==> src/rtl/tca_pkg.sv <==
// constants, types and helper functions for the time code acquisition block
package tca_pkg;

  // ==========================================================================
  // clock and pulse timing
  localparam int CLK_HZ        = 20000000;
  localparam int CYC_PER_US    = CLK_HZ / 1000000;
  localparam int T_MIN_US      = 1000;
  localparam int T_ZERO_MAX_US = 3500;
  localparam int T_ONE_MAX_US  = 6500;
  localparam int T_MARK_MAX_US = 9500;
  localparam int T_SECOND_US   = 1000000;
  // least and longest widths are plain products, no rounding
  localparam int MIN_CYC       = (T_MIN_US * CYC_PER_US + 0);
  localparam int ZERO_MAX_CYC  = T_ZERO_MAX_US * CYC_PER_US;
  localparam int ONE_MAX_CYC   = T_ONE_MAX_US * CYC_PER_US;
  localparam int MARK_MAX_CYC  = T_MARK_MAX_US * CYC_PER_US;
  localparam int SECOND_CYC    = T_SECOND_US * CYC_PER_US;
  localparam int PULSE_CNT_W   = 18;
  localparam int SUB_CNT_W     = 25;

  // ==========================================================================
  // frame layout
  localparam int         FRAME_PULSES   = 100;
  localparam logic [6:0] FRAME_LAST_POS = 7'h63;
  localparam logic [6:0] POS_FIRST_DATA = 7'h01;
  localparam logic [6:0] POS_RADIX      = 7'h0A;
  localparam logic [6:0] MARK_REM       = 7'h09;
  localparam logic [6:0] BITS_KEPT      = 7'h2A;
  localparam int         BITS_W         = 42;
  localparam int SEC_UNITS_LSB  = 1;
  localparam int SEC_TENS_LSB   = 6;
  localparam int MIN_UNITS_LSB  = 10;
  localparam int MIN_TENS_LSB   = 15;
  localparam int HOUR_UNITS_LSB = 20;
  localparam int HOUR_TENS_LSB  = 25;
  localparam int DAY_UNITS_LSB  = 30;
  localparam int DAY_TENS_LSB   = 35;
  localparam int DAY_HUND_LSB   = 40;

  // ==========================================================================
  // calendar limits and schedule
  localparam logic [5:0] SEC_MAX     = 6'h3B;
  localparam logic [5:0] MIN_MAX     = 6'h3B;
  localparam logic [4:0] HOUR_MAX    = 5'h17;
  localparam logic [8:0] DAY_FIRST   = 9'h001;
  localparam logic [8:0] YEAR_DAYS   = 9'h16D;
  localparam logic [8:0] LEAP_DAYS   = 9'h16E;
  localparam logic [5:0] SUSPEND_MIN = 6'h32;
  localparam logic [5:0] RESUME_MIN  = 6'h0A;
  localparam logic [4:0] MIDNIGHT_HR = 5'h00;
  localparam logic [8:0] AUTO_LAST_SEC   = 9'h12B;
  localparam logic [8:0] ACQ_TIMEOUT_SEC = 9'h004;

  // ==========================================================================
  // types
  typedef struct packed {
    logic [8:0] day;
    logic [4:0] hour;
    logic [5:0] min;
    logic [5:0] sec;
  } tca_time_type;

  localparam tca_time_type TIME_RESET = {9'h001, 5'h00, 6'h00, 6'h00};

  typedef enum logic [1:0] {
    SYM_ZERO = 2'b00,
    SYM_ONE  = 2'b01,
    SYM_MARK = 2'b10,
    SYM_BAD  = 2'b11
  } tca_sym_type;

  typedef enum logic [1:0] {
    ACQ_IDLE   = 2'b00,
    ACQ_FIRST  = 2'b01,
    ACQ_SECOND = 2'b10
  } tca_acq_state_type;

  // ==========================================================================
  // helpers
  function automatic tca_time_type tca_time_incr(input tca_time_type t,
                                                 input logic [8:0]   yearLen);
    tca_time_type r;
    r = t;
    if (t.sec != SEC_MAX) begin
      r.sec = t.sec + 6'h01;
    end else begin
      r.sec = 6'h00;
      if (t.min != MIN_MAX) begin
        r.min = t.min + 6'h01;
      end else begin
        r.min = 6'h00;
        if (t.hour != HOUR_MAX) begin
          r.hour = t.hour + 5'h01;
        end else begin
          r.hour = 5'h00;
          r.day  = (t.day >= yearLen) ? DAY_FIRST : t.day + 9'h001;
        end
      end
    end
    return r;
  endfunction : tca_time_incr

  function automatic tca_time_type tca_decode(input logic [BITS_W-1:0] b);
    tca_time_type r;
    r.sec  = 6'(b[SEC_TENS_LSB +: 3]) * 6'h0A + 6'(b[SEC_UNITS_LSB +: 4]);
    r.min  = 6'(b[MIN_TENS_LSB +: 3]) * 6'h0A + 6'(b[MIN_UNITS_LSB +: 4]);
    r.hour = 5'(b[HOUR_TENS_LSB +: 2]) * 5'h0A + 5'(b[HOUR_UNITS_LSB +: 4]);
    r.day  = 9'(b[DAY_HUND_LSB +: 2]) * 9'h064
           + 9'(b[DAY_TENS_LSB +: 4]) * 9'h00A + 9'(b[DAY_UNITS_LSB +: 4]);
    return r;
  endfunction : tca_decode

  function automatic logic tca_time_ok(input tca_time_type t,
                                       input logic [8:0]   yearLen);
    return (t.sec <= SEC_MAX) && (t.min <= MIN_MAX) && (t.hour <= HOUR_MAX)
        && (t.day >= DAY_FIRST) && (t.day <= yearLen);
  endfunction : tca_time_ok

endpackage : tca_pkg

==> src/rtl/tca_time_code_acquisition.sv <==
// time code acquisition and internal real-time clock
`timescale 1ns/1ps
// Notes on behaviour
// - frames last one second, 100 pulses in fields; decoding follows that.
// - seconds, minutes, hours, day fields load the clock on acceptance.
// - start on sync command or auto schedule; take two back-to-back frames.
// - earlier frame is advanced one second before comparison.
// - disagreement discards the acquisition; clock is left unchanged.
// - automatic acquisition repeats about every five minutes.
// - acquisition stops ten minutes before year-end midnight.
// - acquisition resumes ten minutes after that midnight.
module tca_time_code_acquisition #(
  parameter logic [17:0] MIN_CYC      = 18'(tca_pkg::MIN_CYC),
  parameter logic [17:0] ZERO_MAX_CYC = 18'(tca_pkg::ZERO_MAX_CYC),
  parameter logic [17:0] ONE_MAX_CYC  = 18'(tca_pkg::ONE_MAX_CYC),
  parameter logic [17:0] MARK_MAX_CYC = 18'(tca_pkg::MARK_MAX_CYC),
  parameter logic [24:0] SECOND_CYC   = 25'(tca_pkg::SECOND_CYC)
) (
  // clock and reset
  input  wire logic                   clk_sys,
  input  wire logic                   sys_rst,
  // time code pins
  input  wire logic                   time_code_in_pos,
  input  wire logic                   time_code_in_neg,
  // control
  input  wire logic                   time_sync_command,
  input  wire logic                   autoEnable,
  input  wire logic                   yearIsLeap,
  // clock and status
  output tca_pkg::tca_time_type       rtcTime,
  output logic                        secondTick,
  output logic                        acqBusy,
  output logic                        acqAccepted,
  output logic                        acqError,
  output logic                        acqSuspended,
  output logic                        frameLocked
);

  logic                          sync1, sync2, sync3, lineLevel;
  logic                          next_lineLevel;
  logic                          symValid;
  tca_pkg::tca_sym_type          symKind;
  logic                          prevMark, frameDone, lockLost;
  logic [6:0]                    pos;
  logic [tca_pkg::BITS_W-1:0]    bits;
  logic                          next_prevMark, next_locked;
  logic                          next_frameDone, next_lockLost;
  logic [6:0]                    next_pos;
  logic [tca_pkg::BITS_W-1:0]    next_bits;
  logic                          isMark, expectMark;
  logic [24:0]                   subCnt, next_subCnt;
  tca_pkg::tca_time_type         next_rtcTime;
  logic                          next_secondTick;
  tca_pkg::tca_acq_state_type    acqState, next_acqState;
  tca_pkg::tca_time_type         firstTime, next_firstTime;
  tca_pkg::tca_time_type         loadTime, next_loadTime;
  tca_pkg::tca_time_type         decoded;
  logic                          loadReq, next_loadReq;
  logic [8:0]                    timeoutSecs, next_timeoutSecs;
  logic [8:0]                    autoSecs, next_autoSecs;
  logic                          next_acqAccepted, next_acqError;
  logic                          next_acqSuspended, inWindow, autoDue;
  logic [8:0]                    yearLen;

  // ==========================================================================
  // line input: the demodulated level is the difference of the two lines
  always_ff @(posedge clk_sys) begin
    if (sys_rst) begin
      sync1     <= 1'b0;
      sync2     <= 1'b0;
      sync3     <= 1'b0;
      lineLevel <= 1'b0;
    end else begin
      sync1     <= time_code_in_pos & ~time_code_in_neg;
      sync2     <= sync1;
      sync3     <= sync2;
      lineLevel <= next_lineLevel;
    end
  end

  // a change only counts once two stages agree
  always_comb begin
    next_lineLevel = (sync2 == sync3) ? sync3 : lineLevel;
  end

  tca_pulse_classifier #(
    .MIN_CYC      (MIN_CYC),
    .ZERO_MAX_CYC (ZERO_MAX_CYC),
    .ONE_MAX_CYC  (ONE_MAX_CYC),
    .MARK_MAX_CYC (MARK_MAX_CYC)
  ) u_classifier (
    .clk_sys   (clk_sys),
    .sys_rst   (sys_rst),
    .lineLevel (lineLevel),
    .symValid  (symValid),
    .symKind   (symKind)
  );

  // ==========================================================================
  // frame alignment and bit capture
  assign isMark     = (symKind == tca_pkg::SYM_MARK);
  assign expectMark = (pos == 7'h00)
                   || ((pos % tca_pkg::POS_RADIX) == tca_pkg::MARK_REM);

  always_comb begin
    next_prevMark  = prevMark;
    next_locked    = frameLocked;
    next_pos       = pos;
    next_bits      = bits;
    next_frameDone = 1'b0;
    next_lockLost  = 1'b0;
    if (symValid) begin
      next_prevMark = isMark;
      if (symKind == tca_pkg::SYM_BAD) begin
        next_locked   = 1'b0;
        next_lockLost = frameLocked;
      end else if (!frameLocked) begin
        if (isMark && prevMark) begin
          next_locked = 1'b1;
          next_pos    = tca_pkg::POS_FIRST_DATA;
        end
      end else if (isMark != expectMark) begin
        next_locked   = 1'b0;
        next_lockLost = 1'b1;
      end else begin
        if (pos < tca_pkg::BITS_KEPT) begin
          next_bits[pos[5:0]] = (symKind == tca_pkg::SYM_ONE);
        end
        if (pos == tca_pkg::FRAME_LAST_POS) begin
          next_frameDone = 1'b1;
          next_pos       = 7'h00;
        end else begin
          next_pos = pos + 7'h01;
        end
      end
    end
  end

  always_ff @(posedge clk_sys) begin
    if (sys_rst) begin
      prevMark    <= 1'b0;
      frameLocked <= 1'b0;
      pos         <= 7'h00;
      bits        <= '0;
      frameDone   <= 1'b0;
      lockLost    <= 1'b0;
    end else begin
      prevMark    <= next_prevMark;
      frameLocked <= next_locked;
      pos         <= next_pos;
      bits        <= next_bits;
      frameDone   <= next_frameDone;
      lockLost    <= next_lockLost;
    end
  end

  // ==========================================================================
  // internal real-time clock
  assign yearLen = yearIsLeap ? tca_pkg::LEAP_DAYS : tca_pkg::YEAR_DAYS;

  always_comb begin
    next_subCnt     = subCnt + 25'h0000001;
    next_rtcTime    = rtcTime;
    next_secondTick = 1'b0;
    if (loadReq) begin
      next_rtcTime = loadTime;
      next_subCnt  = 25'h0000000;
    end else if (subCnt == SECOND_CYC - 25'h0000001) begin
      // free-running between acquisitions, also after a discard
      next_subCnt     = 25'h0000000;
      next_rtcTime    = tca_pkg::tca_time_incr(rtcTime, yearLen);
      next_secondTick = 1'b1;
    end
  end

  always_ff @(posedge clk_sys) begin
    if (sys_rst) begin
      subCnt     <= 25'h0000000;
      rtcTime    <= tca_pkg::TIME_RESET;
      secondTick <= 1'b0;
    end else begin
      subCnt     <= next_subCnt;
      rtcTime    <= next_rtcTime;
      secondTick <= next_secondTick;
    end
  end

  // ==========================================================================
  // acquisition sequencing
  assign decoded = tca_pkg::tca_decode(bits);
  // early part only extends a year-end hold; a reset to day one must not
  // block acquisition for ten minutes
  assign inWindow =
      ((rtcTime.day == yearLen) && (rtcTime.hour == tca_pkg::HOUR_MAX)
        && (rtcTime.min >= tca_pkg::SUSPEND_MIN))
   || (acqSuspended && (rtcTime.day == tca_pkg::DAY_FIRST)
        && (rtcTime.hour == tca_pkg::MIDNIGHT_HR)
        && (rtcTime.min < tca_pkg::RESUME_MIN));
  assign autoDue  = autoEnable && secondTick
                 && (autoSecs == tca_pkg::AUTO_LAST_SEC);
  assign acqBusy  = (acqState != tca_pkg::ACQ_IDLE);

  always_comb begin
    next_acqState     = acqState;
    next_firstTime    = firstTime;
    next_loadTime     = loadTime;
    next_loadReq      = 1'b0;
    next_acqAccepted  = 1'b0;
    next_acqError     = 1'b0;
    next_acqSuspended = inWindow;
    next_timeoutSecs  = timeoutSecs;
    next_autoSecs     = autoSecs;
    if (!autoEnable || autoDue) begin
      next_autoSecs = 9'h000;
    end else if (secondTick) begin
      next_autoSecs = autoSecs + 9'h001;
    end
    if (acqBusy && secondTick) begin
      next_timeoutSecs = timeoutSecs + 9'h001;
    end
    if (acqBusy && acqSuspended) begin
      next_acqState = tca_pkg::ACQ_IDLE;
    end else if (acqBusy && (timeoutSecs >= tca_pkg::ACQ_TIMEOUT_SEC)) begin
      // no usable frame pair arrived in time
      next_acqState = tca_pkg::ACQ_IDLE;
      next_acqError = 1'b1;
    end else begin
      case (acqState)
        tca_pkg::ACQ_IDLE: begin
          if ((time_sync_command || autoDue) && !acqSuspended) begin
            next_acqState    = tca_pkg::ACQ_FIRST;
            next_timeoutSecs = 9'h000;
          end
        end
        tca_pkg::ACQ_FIRST: begin
          if (frameDone) begin
            next_firstTime = decoded;
            next_acqState  = tca_pkg::ACQ_SECOND;
          end
        end
        tca_pkg::ACQ_SECOND: begin
          if (lockLost) begin
            // frames would no longer be back to back
            next_acqState = tca_pkg::ACQ_IDLE;
            next_acqError = 1'b1;
          end else if (frameDone) begin
            next_acqState = tca_pkg::ACQ_IDLE;
            if ((tca_pkg::tca_time_incr(firstTime, yearLen) == decoded)
                && tca_pkg::tca_time_ok(decoded, yearLen)) begin
              // frame time is its start, so the clock takes the next second
              next_loadTime    = tca_pkg::tca_time_incr(decoded, yearLen);
              next_loadReq     = 1'b1;
              next_acqAccepted = 1'b1;
            end else begin
              next_acqError = 1'b1;
            end
          end
        end
        default: begin
          next_acqState = tca_pkg::ACQ_IDLE;
        end
      endcase
    end
  end

  always_ff @(posedge clk_sys) begin
    if (sys_rst) begin
      acqState     <= tca_pkg::ACQ_IDLE;
      firstTime    <= tca_pkg::TIME_RESET;
      loadTime     <= tca_pkg::TIME_RESET;
      loadReq      <= 1'b0;
      acqAccepted  <= 1'b0;
      acqError     <= 1'b0;
      acqSuspended <= 1'b0;
      timeoutSecs  <= 9'h000;
      autoSecs     <= 9'h000;
    end else begin
      acqState     <= next_acqState;
      firstTime    <= next_firstTime;
      loadTime     <= next_loadTime;
      loadReq      <= next_loadReq;
      acqAccepted  <= next_acqAccepted;
      acqError     <= next_acqError;
      acqSuspended <= next_acqSuspended;
      timeoutSecs  <= next_timeoutSecs;
      autoSecs     <= next_autoSecs;
    end
  end

endmodule : tca_time_code_acquisition

==> src/rtl/tca_pulse_classifier.sv <==
// pulse width classifier for the demodulated time code level
`timescale 1ns/1ps
module tca_pulse_classifier #(
  parameter logic [17:0] MIN_CYC      = 18'(tca_pkg::MIN_CYC),
  parameter logic [17:0] ZERO_MAX_CYC = 18'(tca_pkg::ZERO_MAX_CYC),
  parameter logic [17:0] ONE_MAX_CYC  = 18'(tca_pkg::ONE_MAX_CYC),
  parameter logic [17:0] MARK_MAX_CYC = 18'(tca_pkg::MARK_MAX_CYC)
) (
  // clock and reset
  input  wire logic                 clk_sys,
  input  wire logic                 sys_rst,
  // filtered line level
  input  wire logic                 lineLevel,
  // classified symbol
  output logic                      symValid,
  output tca_pkg::tca_sym_type      symKind
);

  logic                 prevLevel;
  logic [17:0]          width;
  logic                 next_prevLevel;
  logic [17:0]          next_width;
  logic                 next_symValid;
  tca_pkg::tca_sym_type next_symKind;

  // ==========================================================================
  // width count and classification
  always_comb begin
    next_prevLevel = lineLevel;
    next_width     = width;
    next_symValid  = 1'b0;
    next_symKind   = symKind;
    if (lineLevel && !prevLevel) begin
      next_width = 18'h00001;
    end else if (lineLevel && (width <= MARK_MAX_CYC)) begin
      // saturates just past the marker limit
      next_width = width + 18'h00001;
    end
    if (!lineLevel && prevLevel) begin
      next_symValid = 1'b1;
      if (width < MIN_CYC) begin
        next_symKind = tca_pkg::SYM_BAD;
      end else if (width <= ZERO_MAX_CYC) begin
        next_symKind = tca_pkg::SYM_ZERO;
      end else if (width <= ONE_MAX_CYC) begin
        next_symKind = tca_pkg::SYM_ONE;
      end else if (width <= MARK_MAX_CYC) begin
        next_symKind = tca_pkg::SYM_MARK;
      end else begin
        next_symKind = tca_pkg::SYM_BAD;
      end
    end
  end

  always_ff @(posedge clk_sys) begin
    if (sys_rst) begin
      prevLevel <= 1'b0;
      width     <= 18'h00000;
      symValid  <= 1'b0;
      symKind   <= tca_pkg::SYM_BAD;
    end else begin
      prevLevel <= next_prevLevel;
      width     <= next_width;
      symValid  <= next_symValid;
      symKind   <= next_symKind;
    end
  end

endmodule : tca_pulse_classifier

==> config.mk <==
export PLATFORM = sky130hd
export DESIGN_NAME = tca_time_code_acquisition
export DESIGN_NICKNAME = d
export VERILOG_FILES = /design/src/rtl/tca_pkg.sv /design/src/rtl/tca_time_code_acquisition.sv /design/src/rtl/tca_pulse_classifier.sv
export SDC_FILE = /design/constraint.sdc
export NUM_CORES = 1
export LEC_CHECK = 0
export BUFFER_PORTS_ARGS = -buffer_cell sky130_fd_sc_hd__buf_2
export CORE_MARGIN = 2
export CORE_UTILIZATION = 30
export DETAILED_ROUTE_END_ITERATION = 8
export HOLD_SLACK_MARGIN = 0.12
export SKIP_LAST_GASP = 1
export SLEW_MARGIN = 10
export SYNTH_ARGS = -nofsm -noshare
export SYNTH_HDL_FRONTEND = slang
export SYNTH_SLANG_ARGS = --single-unit
==> constraint.sdc <==
create_clock -name clk_sys -period 4.7 [get_ports clk_sys]
set_input_delay 0.47 -clock clk_sys [delete_from_list [all_inputs] [get_ports clk_sys]]
set_output_delay 0.47 -clock clk_sys [all_outputs]
set_load 0.05 [all_outputs]
## After elaboration in Yosys (flattened, before gate mapping)

Index checks and enable logic that the tools add are counted.

- Magnitude comparators: 18
- $mul: 5
- Equal/unequal tests: 31
- Div/mod/pow operators: 1
- $add $sub $neg: 22
- Muxes and demuxes: 73
- Bitwise logic cells: 11
- Reduce and logical (&&, ||, !) cells: 53

Operator list:

| kind | count |
|---|---|
| 2-to-1 mux 20 bit | 8 |
| 2-to-1 mux 9 bit | 11 |
| 2-to-1 mux 6 bit | 11 |
| 2-to-1 mux 26 bit | 2 |
| adder 9 x 1 -> 9 bit, second input constant | 5 |
| bitwise mux 42 bit | 1 |
| 2-to-1 mux 14 bit | 3 |
| adder 6 x 1 -> 6 bit, second input constant | 6 |
| less-or-equal comparator 18 x 17 -> 1 bit, second input constant | 2 |
| != test 6 bit, second input constant | 6 |
| 2-to-1 mux 7 bit | 4 |
| greater-or-equal comparator 9 bit | 3 |
| equality test 26 bit | 1 |
| adder 25 x 1 -> 25 bit, second input constant | 1 |
| equality test 25 bit, second input constant | 1 |
| logical AND 1 bit | 21 |
| 2-to-1 mux 1 bit | 20 |
| adder 18 x 1 -> 18 bit, second input constant | 1 |
| less-or-equal comparator 18 bit, second input constant | 1 |
| < comparator 18 x 15 -> 1 bit, second input constant | 1 |
| 2-to-1 mux 2 bit | 8 |
| adder 5 x 1 -> 5 bit, second input constant | 3 |
| 2-to-1 mux 5 bit | 3 |
| != test 5 bit, second input constant | 3 |
| other kinds (51) | 88 |

- Word-level logic and storage cells: 249
- Output and inout bits: 32
- Bits in registers: 206
- Bits of input ports: 7

## Longest topological paths before layout

Gate-level depths: netlist of run 1.

- Word-level depth: 18
- Gate-level depth with buffers: 15
- Gate-level depth less buffers: 14

## Modules after synthesis

Synthesis of run 1 repeated with hierarchy kept, for this count alone.

- Cell total of the unflattened synthesis: 1589
- Area, all modules: 12884.9 um^2

By module, submodules not included:

| module | area an instance (um^2) | instances | cells an instance |
|---|---|---|---|
| tca_time_code_acquisition | 11581.1 | 1 | 1424 |
| tca_pulse_classifier | 1303.8 | 1 | 165 |

## Worst setup path before layout of run 1

Ideal clock, no wire load.

- Path type: register -> register
- From: register bits[36] (netlist bit)
- To: register loadTime[12] (netlist bit)
- Path buffers: 1
- Data required time: 4577 ps
- Stages on the path, launching flop included: 16
- Slack: 44 ps
- Arrival: 4532 ps
- Clock period less this slack: 4656 ps
- Path through: dfxtp_1 ha_1 ha_1 fa_1 xor2_1 ha_1 ha_1 nand2_1 o31ai_2 xor2_2 nor3_1 or4b_1 or4_1 nor3_4 buf_6 mux2_1

- Cells in the longest elaborated chain, start to end: 8
- Elaborated cells on any way between the ends: 10

RTL lines:

| element | RTL line | RTL |
|---|---|---|
| start: declaration | tca_time_code_acquisition.sv:45 | `logic [tca_pkg::BITS_W-1:0] bits;` |
| start signal: assignment | tca_time_code_acquisition.sv:151 | `bits <= next_bits;` |
| multiplier 4 x 3 -> 7 bit * | tca_pkg.sv:110 | `+ 9'(b[DAY_TENS_LSB +: 4]) * 9'h00A + 9'(b[DAY_UNITS_LSB +: 4]);` |
| adder 9 x 8 -> 9 bit * | tca_pkg.sv:110 |  |
| adder 9 x 4 -> 9 bit * | tca_pkg.sv:110 |  |
| greater-or-equal comparator 9 x 1 -> 1 bit | tca_pkg.sv:117 | `&& (t.day >= DAY_FIRST) && (t.day <= yearLen);` |
| logical AND 1 bit (2 in series) | tca_pkg.sv:117 |  |
| logical AND 1 bit * | tca_time_code_acquisition.sv:249 | `&& tca_pkg::tca_time_ok(decoded, yearLen)) begin` |
| AND reduction 6 bit (no line) * | n/a |  |
| end signal: assignment | tca_time_code_acquisition.sv:270 | `loadTime <= tca_pkg::TIME_RESET;` |
| end signal: assignment | tca_time_code_acquisition.sv:280 | `loadTime <= next_loadTime;` |
| end: declaration | tca_time_code_acquisition.sv:56 | `tca_pkg::tca_time_type loadTime, next_loadTime;` |

Mark *: on every way between the ends. The rest lies on a longest branch, timed or not.
A chain may end at the register's enable or synchronous reset.

## Worst setup path after layout of run 1

- From: register bits[36] (netlist bit)
- To: register loadTime[8] (netlist bit)

Same word-level chain as after synthesis.

==> impl_results.md, run 1 <==
- Outcome: complete, no violations
- EDFF count, synth: 0
- Crit Path Max Fanout: 13
- Antenna Cells: 0
- Finished Layout Cells: 2,092
- Core ar.: 0.0409 mm2
- Final antenna-violating net count: 0
- Pins over their slew limit: 0
- Routability congestion estimate: 0.887
- Max VDD drop: approximately 0.00028 V
- Vias: around 11,000
- Clk buf depth: 2
- CP startpoint kind: flop
- Die height: 208 um
- Total track usage: between 10% and 20%
- Synth Flop Type: dfxtp_1
- Setup-failing EPs final: 0
- DR WL/cell: 15.4 um
- Static leakage: 4.95 nW
- Hold WS: 179 ps
- Clock sink count: 194
- Flop and latch count out of synthesis: ~190
- Slew @ Worst Pin: 1000 ps
- TritonCTS clock tree: done
- Largest net degree at the start of global routing: 63
- Vias per inst: 5.35
- Chip width: 208 um
- Commonest non-fill, non-tap cell in the layout: dfxtp_1
- Worst min path class: input pin to flop
- Yosys warnings: 0
- Cells after synthesis: approximately 1,600
- H-tree Lvls: 4
- Post-detail-place hpwl: around 23,000 um
- Post-CTS Hold Buffers: 0
- Drt drc: 0
- Post-synthesis sequential area ratio: 31.2%
- Drt total wl: 32,200 um
- Synth cell types: 83
- Final Hold Fails: 0
- Critical Path Sink Type: flop
- Net Count, Synth: 1,625
- Ratio of final minimum period to clock period: 97.1%
- Fillers: 4,352
- Row Count: 74
- Vias in the first global route: 10,400
- First-pass GRT wire length: 52,800 um
- Fin nets: 1,621
- Layout cell share with drive strength beyond 1: 8.59%
- Pwr dens: 233 mW/mm2
- Worst rel slew slack: 33.2%
- Ports: 39
- Root Driver: clkbuf_16
- Minimum clock period: 4560 ps
- Layout overhead on the synthesized area: 10.6%
- Setup Skew: between 20 and 25 ps
- Mapped Avg Cell Area: 8.03 um2
- Asr flop ratio synth: 0%
- Worst-skew pair later-pin latency: 460 ps
- Crit path kind: flop to flop
- Die ar.: roughly 0.043 mm2
- 1st-pass router iterations: 6
- Netlist Area Pre-Place: 0.0125 mm2
- Reg clk slew, reported paths: 80 ps
- Initial Utilization: approximately 30%
- Antenna violations before repair: 0
- Gr ovfl total: 0
- TritonCTS Buffers: 17
- Port bufs: 38
- Critical Path AT: just under 5000 ps
- Maximum clock rate: around 0.22 GHz
- Placed Cells incl. Taps: 2,058
- Required time worst endpoint: between 5000 and 6000 ps
- DR iter-0 viols: between 700 and 800
- Core Util, Final: 33.7%
- Most frequent cells in the layout: 194 x dfxtp_1, 150 x nor2_1, 145 x nand2_1
- Maxcap violations: 0
## critical path: stages (launching register included)
cell and delay, ps:
dfxtp_1 400, ha_1 250, ha_1 220, fa_1 380
xor2_1 160, ha_1 280, ha_1 330, nand2_1 110
o31ai_4 280, xor2_2 180, nor3_1 80, or4b_1 500
or4_4 460, nor3_4 270, buf_12 190, mux2_1 330
## final timing paths
check	start	end	slack, ps	cells after the start
worst min-delay path	time_code_in_neg	sync1$_SDFF_PP0_	180	2
worst max register to register	bits[36]$_SDFFE_PP0P_	loadTime[8]$_SDFFE_PP0P_	140	15
worst max-delay path	bits[36]$_SDFFE_PP0P_	loadTime[8]$_SDFFE_PP0P_	140	15
worst min register to register	sync1$_SDFF_PP0_	sync2$_SDFF_PP0_	450	1
## power by group
group	internal, mW	switching (mW)
Combinational	0.0151	0.0410
Sequential	1.65	0.00332
Clock	0.828	0.684
## sequential cells by signal, indices dropped and copies added, names as in the netlist, 2 cells and up
signal / cells
bits: 30
firstTime: 26
loadTime: 26
rtcTime: 26
subCnt: 25
u_classifier.width: 18
autoSecs: 9
timeoutSecs: 9
pos: 7
acqState: 2
u_classifier.symKind: 2
## metrics by stage
step,area [um2],setup TNS (ps),power [mW],setup WS (ps)
global route,13800,-12.7,3.32,-12.7
CTS,13700,0,3.26,61.5
floorplan,12500,0,1.73,44.3
finish,13800,0,3.22,137
global placement,13100,0,1.74,144
detailed placement,13100,0,1.74,93.7
## cell usage after synthesis (41+ instances only)
| cell type | n | area share, % |
|---|---|---|
| a21oi_1 | 88 | 3.5 |
| clkbuf_1 | 65 | 2.0 |
| dfxtp_1 | 194 | 31 |
| ha_1 | 59 | 5.9 |
| inv_1 | 52 | 1.6 |
| mux2i_1 | 49 | 3.9 |
| nand2_1 | 145 | 4.4 |
| nand2b_1 | 44 | 2.2 |
| nand3_1 | 66 | 2.7 |
| nor2_1 | 150 | 4.5 |
| nor2b_1 | 41 | 2.1 |
| nor3_1 | 53 | 2.1 |
| o21ai_0 | 70 | 2.8 |
| xnor2_1 | 48 | 3.4 |
| xor2_1 | 42 | 3.0 |
## routing by layer
metal | wire length, um | part of all wire, % | track usage (%)
met3 | 1530 | 4.7 | 2.69
met2 | 15000 | 46 | 23.5
met4 | 598 | 1.9 | 4.94
met1 | 15100 | 47 | 19.7
met5 | 0 | 0 | 0
## what timing repair did
action | CTS | global route
gates resized for setup | 0 | 3
endpoints found under the setup margin | 0 | 16
setup buffers | 0 | 2
endpoints found under the hold margin | 0 | 0
## area by class of cell
class | instances | area, um2 | area share [%]
tap | 532 | 666 | 4.83
timing repair buffer | 61 | 408 | 2.96
clock inverter | 11 | 129 | 0.935
clock buffer | 20 | 467 | 3.39
multi-input combinational | 1222 | 8030 | 58.3
sequential | 194 | 3880 | 28.2
inverter | 52 | 195 | 1.42
## logic make-up (layout without fill, tap and decap cells)
| group | after synthesis | in the layout | synth area share (%) |
|---|---|---|---|
| AND/OR/NAND/NOR | 678 | 678 | 28.1 |
| AO/OA/AOI/OAI | 314 | 314 | 16.5 |
| flip-flops | 194 | 194 | 31.2 |
| buffers and inverters | 136 | 144 | 4.55 |
| XOR/XNOR | 92 | 92 | 6.59 |
| multiplexers | 72 | 72 | 6.04 |
| adder cells (fa/ha/maj) | 66 | 66 | 7.05 |
No activity file was read; power rests on OpenSTA's default activity.
==> run 2, diff against run 1 <==
--- a/config.mk
+++ b/config.mk
@@ -10,6 +10,7 @@
 export CORE_UTILIZATION = 30
 export DETAILED_ROUTE_END_ITERATION = 8
 export HOLD_SLACK_MARGIN = 0.12
+export MAX_ROUTING_LAYER = met4
 export SKIP_LAST_GASP = 1
 export SLEW_MARGIN = 10
 export SYNTH_ARGS = -nofsm -noshare
==> constraint.sdc (replaced) <==
create_clock -name clk_sys -period 4.7 [get_ports clk_sys]
set_input_delay 0.47 -clock clk_sys [delete_from_list [all_inputs] [get_ports clk_sys]]
set_output_delay 0.47 -clock clk_sys [all_outputs]
set_load 0.01 [all_outputs]
==> run 2 against run 1 <==
Worst hold slack barely moved. Register-to-register slack better by 40 ps. Critical endpoint is now loadTime[2]$_SDFFE_PP0P_. Die area unchanged. Critical path depth stayed put. Core utilization is 0.24 points higher. Largest power group unchanged. Critical path type unchanged. Combinational power fell by 3.6%. Non-clock buffer count is 1 higher. Clock-buffer cell count fell by 3. Wire length is 0.49% higher. Power is 3.2% higher. Via count decreased by 0.26%.
==> impl_results.md, run 2 (synthesis gave the netlist of run 1 again) <==
- Outcome: complete, no violations (unchanged)
- Switching Fraction: 23.8% (was 22.6%)
- Port bufs: 38 (unchanged)
- Clk network pwr share: 48.7% (was 47.0%)
- Pwr dens: 239 mW/mm2 (was 233 mW/mm2)
- H-tree Lvls: 4 (unchanged)
- Critical Path AT: 4860 ps (was 4900 ps)
- Worst R2R Setup Slack: 180 ps (was 140 ps)
- Core ar.: 0.0409 mm2 (unchanged)
- Antenna violations before repair: 1 (was 0)
- Max VDD drop: 0.000249 V (was 0.000284 V)
- TritonCTS Buffers: 17 (unchanged)
- Vias per inst: 5.33 (was 5.35)
- Fin nets: 1,622 (was 1,621)
- Setup TNS: 0 ps (unchanged)
- Clock sink count: 194 (unchanged)
- Routability congestion estimate: 0.896 (was 0.887)
- Ratio of final minimum period to clock period: 96.2% (was 97.1%)
- Vias: 11,200 (about the same)
- First-pass GRT wire length: 53,600 um (was 52,800 um)
- Reg power frac: 49.7% (was 51.3%)
- Pins over their slew limit: 0 (unchanged)
- Worst rel slew slack: 33.2% (about the same)
- Hold path cells: 2 (unchanged)
- Largest net degree at the start of global routing: 63 (unchanged)
- Maxcap violations: 0 (unchanged)
- CP startpoint kind: flop (unchanged)
- 1st-pass router iterations: 6 (unchanged)
- Static leakage: 4.98 nW (was 4.95 nW)
- Slew @ Worst Pin: 1000 ps (about the same)
- Worst-skew pair later-pin latency: 450 ps (was 460 ps)
- Post-CTS Hold Buffers: 0 (unchanged)
- P_int: 2.53 mW (was 2.49 mW)
- Worst hold endpoint: sync1$_SDFF_PP0_ (unchanged)
- Layout cell share with drive strength beyond 1: 8.96% (was 8.59%)
- Die ar.: 0.0432 mm2 (unchanged)
- Die height: 208 um (unchanged)
- Drt total wl: 32,400 um (was 32,200 um)
- Reg clk slew, reported paths: 80 ps (about the same)
- Setup Skew: 19.9 ps (was 23.7 ps)
- Commonest non-fill, non-tap cell in the layout: dfxtp_1 (unchanged)
- Most frequent cells in the layout: 192 x dfxtp_1, 150 x nor2_1, 145 x nand2_1 (was 194 x dfxtp_1, 150 x nor2_1, 145 x nand2_1)
- Crit path kind: flop to flop (unchanged)
- Final antenna-violating net count: 0 (unchanged)
- Layout overhead on the synthesized area: 11.4% (was 10.6%)
- Worst reg2reg path depth: 15 (unchanged)
- Setup-failing EPs final: 0 (unchanged)
- Clk buf depth: 2 (unchanged)
- Vias in the first global route: 10,400 (about the same)
- Initial Utilization: 30.4% (unchanged)
- Chip width: 208 um (unchanged)
- DR WL/cell: 15.4 um (about the same)
- Net load switching power: 791 uW (was 728 uW)
- Crit Path Max Fanout: 6 (was 13)
- Gr ovfl total: 0 (unchanged)
- Combinational share of power: 1.6% (was 1.7%)
- Root Driver: clkbuf_16 (unchanged)
- Critical R2R Capture: loadTime[2]$_SDFFE_PP0P_ (was loadTime[8]$_SDFFE_PP0P_)
- Row Count: 74 (unchanged)
- Drt drc: 0 (unchanged)
- Largest Register: bits (unchanged)
- Critical Path Sink Type: flop (unchanged)
- Max FFs per register: 30 (unchanged)
- Core Util, Final: 33.9% (was 33.7%)
- Min-delay src: time_code_in_neg (unchanged)
- Minimum clock period: 4520 ps (was 4560 ps)
- RSZ-0062 raised after global routing: false
- Ports: 39 (unchanged)
- TritonCTS clock tree: done (unchanged)
- Worst min path class: input pin to flop (unchanged)
- Final Hold Fails: 0 (unchanged)
- Total track usage: 15.3% (was 14.6%)
- Post-detail-place hpwl: 23,200 um (was 23,000 um)
- Maximum clock rate: 0.221 GHz (was 0.219 GHz)
- Required time worst endpoint: 5040 ps (about the same)
- Reg2reg start: bits[36]$_SDFFE_PP0P_ (unchanged)
- DR iter-0 viols: 813 (was 788)
==> run 2: cell count changes in the layout (fill, tap and decap cells not counted), sizes merged <==
cell,previous run,this run
inv,54,58
clkbuf,21,19
bufinv,2,3
clkinv,5,4
diode,0,1
==> run 2: worst max-delay path, cell delays in order (launching register included) <==
cell	delay (ps)
dfxtp_2	340
ha_1	290
ha_1	230
fa_2	350
xor2_1	150
ha_1	320
ha_4	290
nand2_1	80
o31ai_4	220
xor2_2	190
nor3_1	90
or4b_1	510
or4_4	460
nor3_4	350
clkbuf_16	240
mux2_2	320
==> run 2: repair_timing <==
item	CTS	global route
gates resized for setup	0	8
setup buffers	0	2
setup endpoints to repair	0	16
==> run 2: through the flow <==
stage	power, mW	cell area, um2	setup WS, ps	hold WS [ps]	instances
floorplan	1.73	12500	44.3	414	1552
global placement	1.74	13100	141	434	2058
detailed placement	1.74	13100	77.2	440	2058
CTS	3.36	13800	60.0	158	2090
global route	3.43	13900	7.50	157	2095
finish	3.32	13900	181	179	2095
==> run 2: worst max path at each step <==
stage | startpoint | to | slack (ps)
CTS | bits[38]$_SDFFE_PP0P_ | loadTime[8]$_SDFFE_PP0P_ | 60
global route | bits[38]$_SDFFE_PP0P_ | loadTime[13]$_SDFFE_PP0P_ | 8
detailed placement | bits[38]$_SDFFE_PP0P_ | loadTime[8]$_SDFFE_PP0P_ | 80
floorplan | bits[36]$_SDFFE_PP0P_ | loadTime[12]$_SDFFE_PP0P_ | 40
global placement | bits[36]$_SDFFE_PP0P_ | loadTime[2]$_SDFFE_PP0P_ | 140
finish | bits[36]$_SDFFE_PP0P_ | loadTime[2]$_SDFFE_PP0P_ | 180
==> run 2: routing by layer <==
layer / GRT usage [%] / routed length (um) / vias up
li1: - / - / 5583
met1: 20.1 / 15300 / 5345
met2: 24.2 / 15300 / 207
met3: 2.65 / 1310 / 29
met4: 4.08 / 420 / 0
met5: - / 0 / -
==> run 2: cell type report <==
| class | count | area, um2 |
|---|---|---|
| timing repair buffer | 62 | 433 |
| antenna | 1 | 2.50 |
| clock inverter | 15 | 218 |
| tap | 532 | 666 |
| clock buffer | 17 | 425 |
| fill | 4339 | 27000 |
| inverter | 52 | 195 |
| sequential | 194 | 3890 |
| multi-input combinational | 1222 | 8060 |
==> run 2: power by group through the flow <==
stage / Sequential (mW) / Clock, mW / Combinational, mW
3_3_place_gp: 1.69 / 0 / 0.0537
4_1_cts: 1.65 / 1.66 / 0.0550
5_1_grt: 1.65 / 1.72 / 0.0609
6_report: 1.65 / 1.62 / 0.0541
2_1_floorplan: 1.69 / 0 / 0.0414
3_5_place_dp: 1.69 / 0 / 0.0549
==> run 3, diff against run 2 <==
--- a/config.mk
+++ b/config.mk
@@ -7,10 +7,11 @@
 export LEC_CHECK = 0
 export BUFFER_PORTS_ARGS = -buffer_cell sky130_fd_sc_hd__buf_2
 export CORE_MARGIN = 2
-export CORE_UTILIZATION = 30
+export CORE_UTILIZATION = 31
 export DETAILED_ROUTE_END_ITERATION = 8
 export HOLD_SLACK_MARGIN = 0.12
 export MAX_ROUTING_LAYER = met4
+export RECOVER_POWER = 100
 export SKIP_LAST_GASP = 1
 export SLEW_MARGIN = 10
 export SYNTH_ARGS = -nofsm -noshare
==> run 3 against run 2 <==
The flow now finishes with violations (max-capacitance violations, max-slew violations). Setup slack got worse by 36 ps. Cell area decreased by 0.36%. Core utilization grew 0.89 points. Combinational power down 2%. Clock skew rose by 1.2 ps. Global-route usage grew 0.73 points. Wire length increased by 1.1%. Critical path type unchanged. Largest power group unchanged. Highest routed layer unchanged.
==> impl_results.md, run 3 (synthesis gave the netlist of run 1 again) <==
- Die height: 204 um (was 208 um)
- TritonCTS Buffers: 17 (unchanged)
- Commonest non-fill, non-tap cell in the layout: dfxtp_1 (unchanged)
- Slew @ Worst Pin: 2850 ps (was 1000 ps)
- Critical Path Source: bits[36]$_SDFFE_PP0P_ (unchanged)
- Post-CTS Hold Buffers: 0 (unchanged)
- Final Hold Fails: 0 (unchanged)
- Post-detail-place hpwl: 23,200 um (about the same)
- Vias: 11,300 (was 11,200)
- Maxcap violations: 2 (was 0)
- Final instance area: 0.0138 mm2 (was 0.0139 mm2)
- Pwr dens: 241 mW/mm2 (was 239 mW/mm2)
- Layout overhead on the synthesized area: 11.0% (was 11.4%)
- Reg clk slew, reported paths: 80 ps (about the same)
- Vias in the first global route: 10,500 (was 10,400)
- DR iter-0 viols: 908 (was 813)
- Combinational share of power: 1.6% (about the same)
- Chip width: 204 um (was 208 um)
- Critical Path Sink Type: flop (unchanged)
- Static leakage: 4.86 nW (was 4.98 nW)
- First-pass GRT wire length: 53,000 um (was 53,600 um)
- Antenna violations before repair: 1 (unchanged)
- Register Area: 0.00389 mm2 (unchanged)
- DR WL/cell: 15.6 um (was 15.4 um)
- Net load switching power: 769 uW (was 791 uW)
- Failing checks: max-capacitance violations, max-slew violations
- Routability congestion estimate: 0.907 (was 0.896)
- Setup TNS: 0 ps (unchanged)
- Worst setup endpoint: loadTime[15]$_SDFFE_PP0P_ (was loadTime[2]$_SDFFE_PP0P_)
- Most frequent cells in the layout: 192 x dfxtp_1, 149 x nor2_1, 145 x nand2_1 (was 192 x dfxtp_1, 150 x nor2_1, 145 x nand2_1)
- Drt drc: 0 (unchanged)
- Die ar.: 0.0418 mm2 (was 0.0432 mm2)
- Worst-skew pair later-pin latency: 470 ps (was 450 ps)
- Fillers: 4,163 (was 4,339)
- Clock sink count: 194 (unchanged)
- Ratio of final minimum period to clock period: 96.9% (was 96.2%)
- Outcome: finished with violations (was complete, no violations)
- Fin nets: 1,626 (was 1,622)
- Initial Utilization: 31.4% (was 30.4%)
- Antenna Cells: 0 (was 1)
- Reg2reg start: bits[36]$_SDFFE_PP0P_ (unchanged)
- Row Count: 73 (was 74)
- Worst rel slew slack: -90.1% (was 33.2%)
- Minimum clock period: 4560 ps (was 4520 ps)
- Placed Area: 0.0131 mm2 (about the same)
- Max FFs per register: 30 (unchanged)
- Reg power frac: 49.4% (was 49.7%)
- P_int: 2.57 mW (was 2.53 mW)
- Setup-failing EPs final: 0 (unchanged)
- Crit path kind: flop to flop (unchanged)
- Critical Path AT: 4890 ps (was 4860 ps)
- Max VDD drop: 0.000307 V (was 0.000249 V)
- Worst R2R Setup Slack: 140 ps (was 180 ps)
- Root Driver: clkbuf_16 (unchanged)
- TritonCTS clock tree: done (unchanged)
- 1st-pass router iterations: 5 (was 6)
- Clk network pwr share: 49.0% (was 48.7%)
- Core ar.: 0.0397 mm2 (was 0.0409 mm2)
- Total track usage: 16.0% (was 15.3%)
- Ports: 39 (unchanged)
- Largest net degree at the start of global routing: 67 (was 63)
- Setup Skew: 21.2 ps (was 19.9 ps)
- Critical R2R Capture: loadTime[15]$_SDFFE_PP0P_ (was loadTime[2]$_SDFFE_PP0P_)
- Multi-input logic area: 0.00804 mm2 (was 0.00806 mm2)
- Required time worst endpoint: 5040 ps (about the same)
- Switching Fraction: 23.0% (was 23.8%)
- Clk buf depth: 2 (unchanged)
- Worst reg2reg path depth: 16 (was 15)
- Maximum clock rate: 0.220 GHz (was 0.221 GHz)
- Gr ovfl total: 0 (unchanged)
- Layout cell share with drive strength beyond 1: 6.83% (was 8.96%)
- Final antenna-violating net count: 0 (unchanged)
- H-tree Lvls: 4 (unchanged)
- Pins over their slew limit: 111 (was 0)
- Largest Register: bits (unchanged)
- Drt total wl: 32,700 um (was 32,400 um)
- CP startpoint kind: flop (unchanged)
- Worst min path class: input pin to flop (unchanged)
- Crit Path Max Fanout: 10 (was 6)
- Port bufs: 38 (unchanged)
- Vias per inst: 5.38 (was 5.33)
## run 3: changes by cell type in the layout (fill, tap and decap cells not counted), sizes merged
| cell | before | now |
|---|---|---|
| diode | 1 | 0 |
| clkbuf | 19 | 56 |
| bufinv | 3 | 4 |
| clkinv | 4 | 3 |
| buf | 60 | 27 |
| inv | 58 | 59 |
| clkinvlp | 2 | 1 |
## run 3: layer usage
layer	GRT usage, %	share of wire [%]
met4	4.58	1.5
met5	-	0
met2	26.1	47
met1	20.4	47
met3	2.61	4.0
## run 3: area by class of cell
type,instances,area share (%)
clock buffer,17,3.08
clock inverter,15,1.57
inverter,52,1.41
multi-input combinational,1222,58.1
sequential,194,28.1
tap,525,4.75
timing repair buffer,66,3.00
## run 3: timing repair
action / in CTS / in global routing
gates resized for setup: 0 / 7
setup endpoints to repair: 0 / 16
setup buffers: 0 / 7
## run 3: how the worst min path moves through the flow
stage                startpoint                to  slack, ps  cells after the start
5_1_grt        time_code_in_neg  sync1$_SDFF_PP0_        150                      2
4_1_cts        time_code_in_neg  sync1$_SDFF_PP0_        150                      2
3_5_place_dp   sync1$_SDFF_PP0_  sync2$_SDFF_PP0_        430                      1
6_report       time_code_in_neg  sync1$_SDFF_PP0_        170                      2
3_3_place_gp   sync1$_SDFF_PP0_  sync2$_SDFF_PP0_        440                      1
2_1_floorplan  sync1$_SDFF_PP0_  sync2$_SDFF_PP0_        410                      1
## run 3: worst max-delay path: stages (launching register included)
cell and delay, ps:
dfxtp_2 340, ha_1 290, ha_1 230, fa_1 380
xor2_1 150, ha_1 280, ha_1 320, nand2_1 110
o31ai_4 300, xor2_2 180, nor3_1 80, or4b_1 510
or4_4 460, nor3_4 170, buf_12 150, clkbuf_16 160
mux2_1 330
## run 3: power by group through the flow
stage          combinational [mW]  clock [mW]  sequential (mW)
2_1_floorplan              0.0414           0             1.69
3_3_place_gp               0.0535           0             1.69
3_5_place_dp               0.0546           0             1.69
4_1_cts                    0.0545        1.68             1.65
5_1_grt                    0.0604        1.74             1.65
6_report                   0.0531        1.64             1.65
## run 3: per-stage QoR
stage	hold slack (ps)	cells	power (mW)	util, %	worst slack, ps
2_1_floorplan	414	1552	1.73	-	44.3
3_3_place_gp	436	2050	1.74	33.0	149
3_5_place_dp	428	2050	1.74	33.0	86.1
4_1_cts	146	2082	3.38	34.6	54.1
5_1_grt	154	2091	3.45	34.8	-7.98
6_report	172	2091	3.34	34.8	144
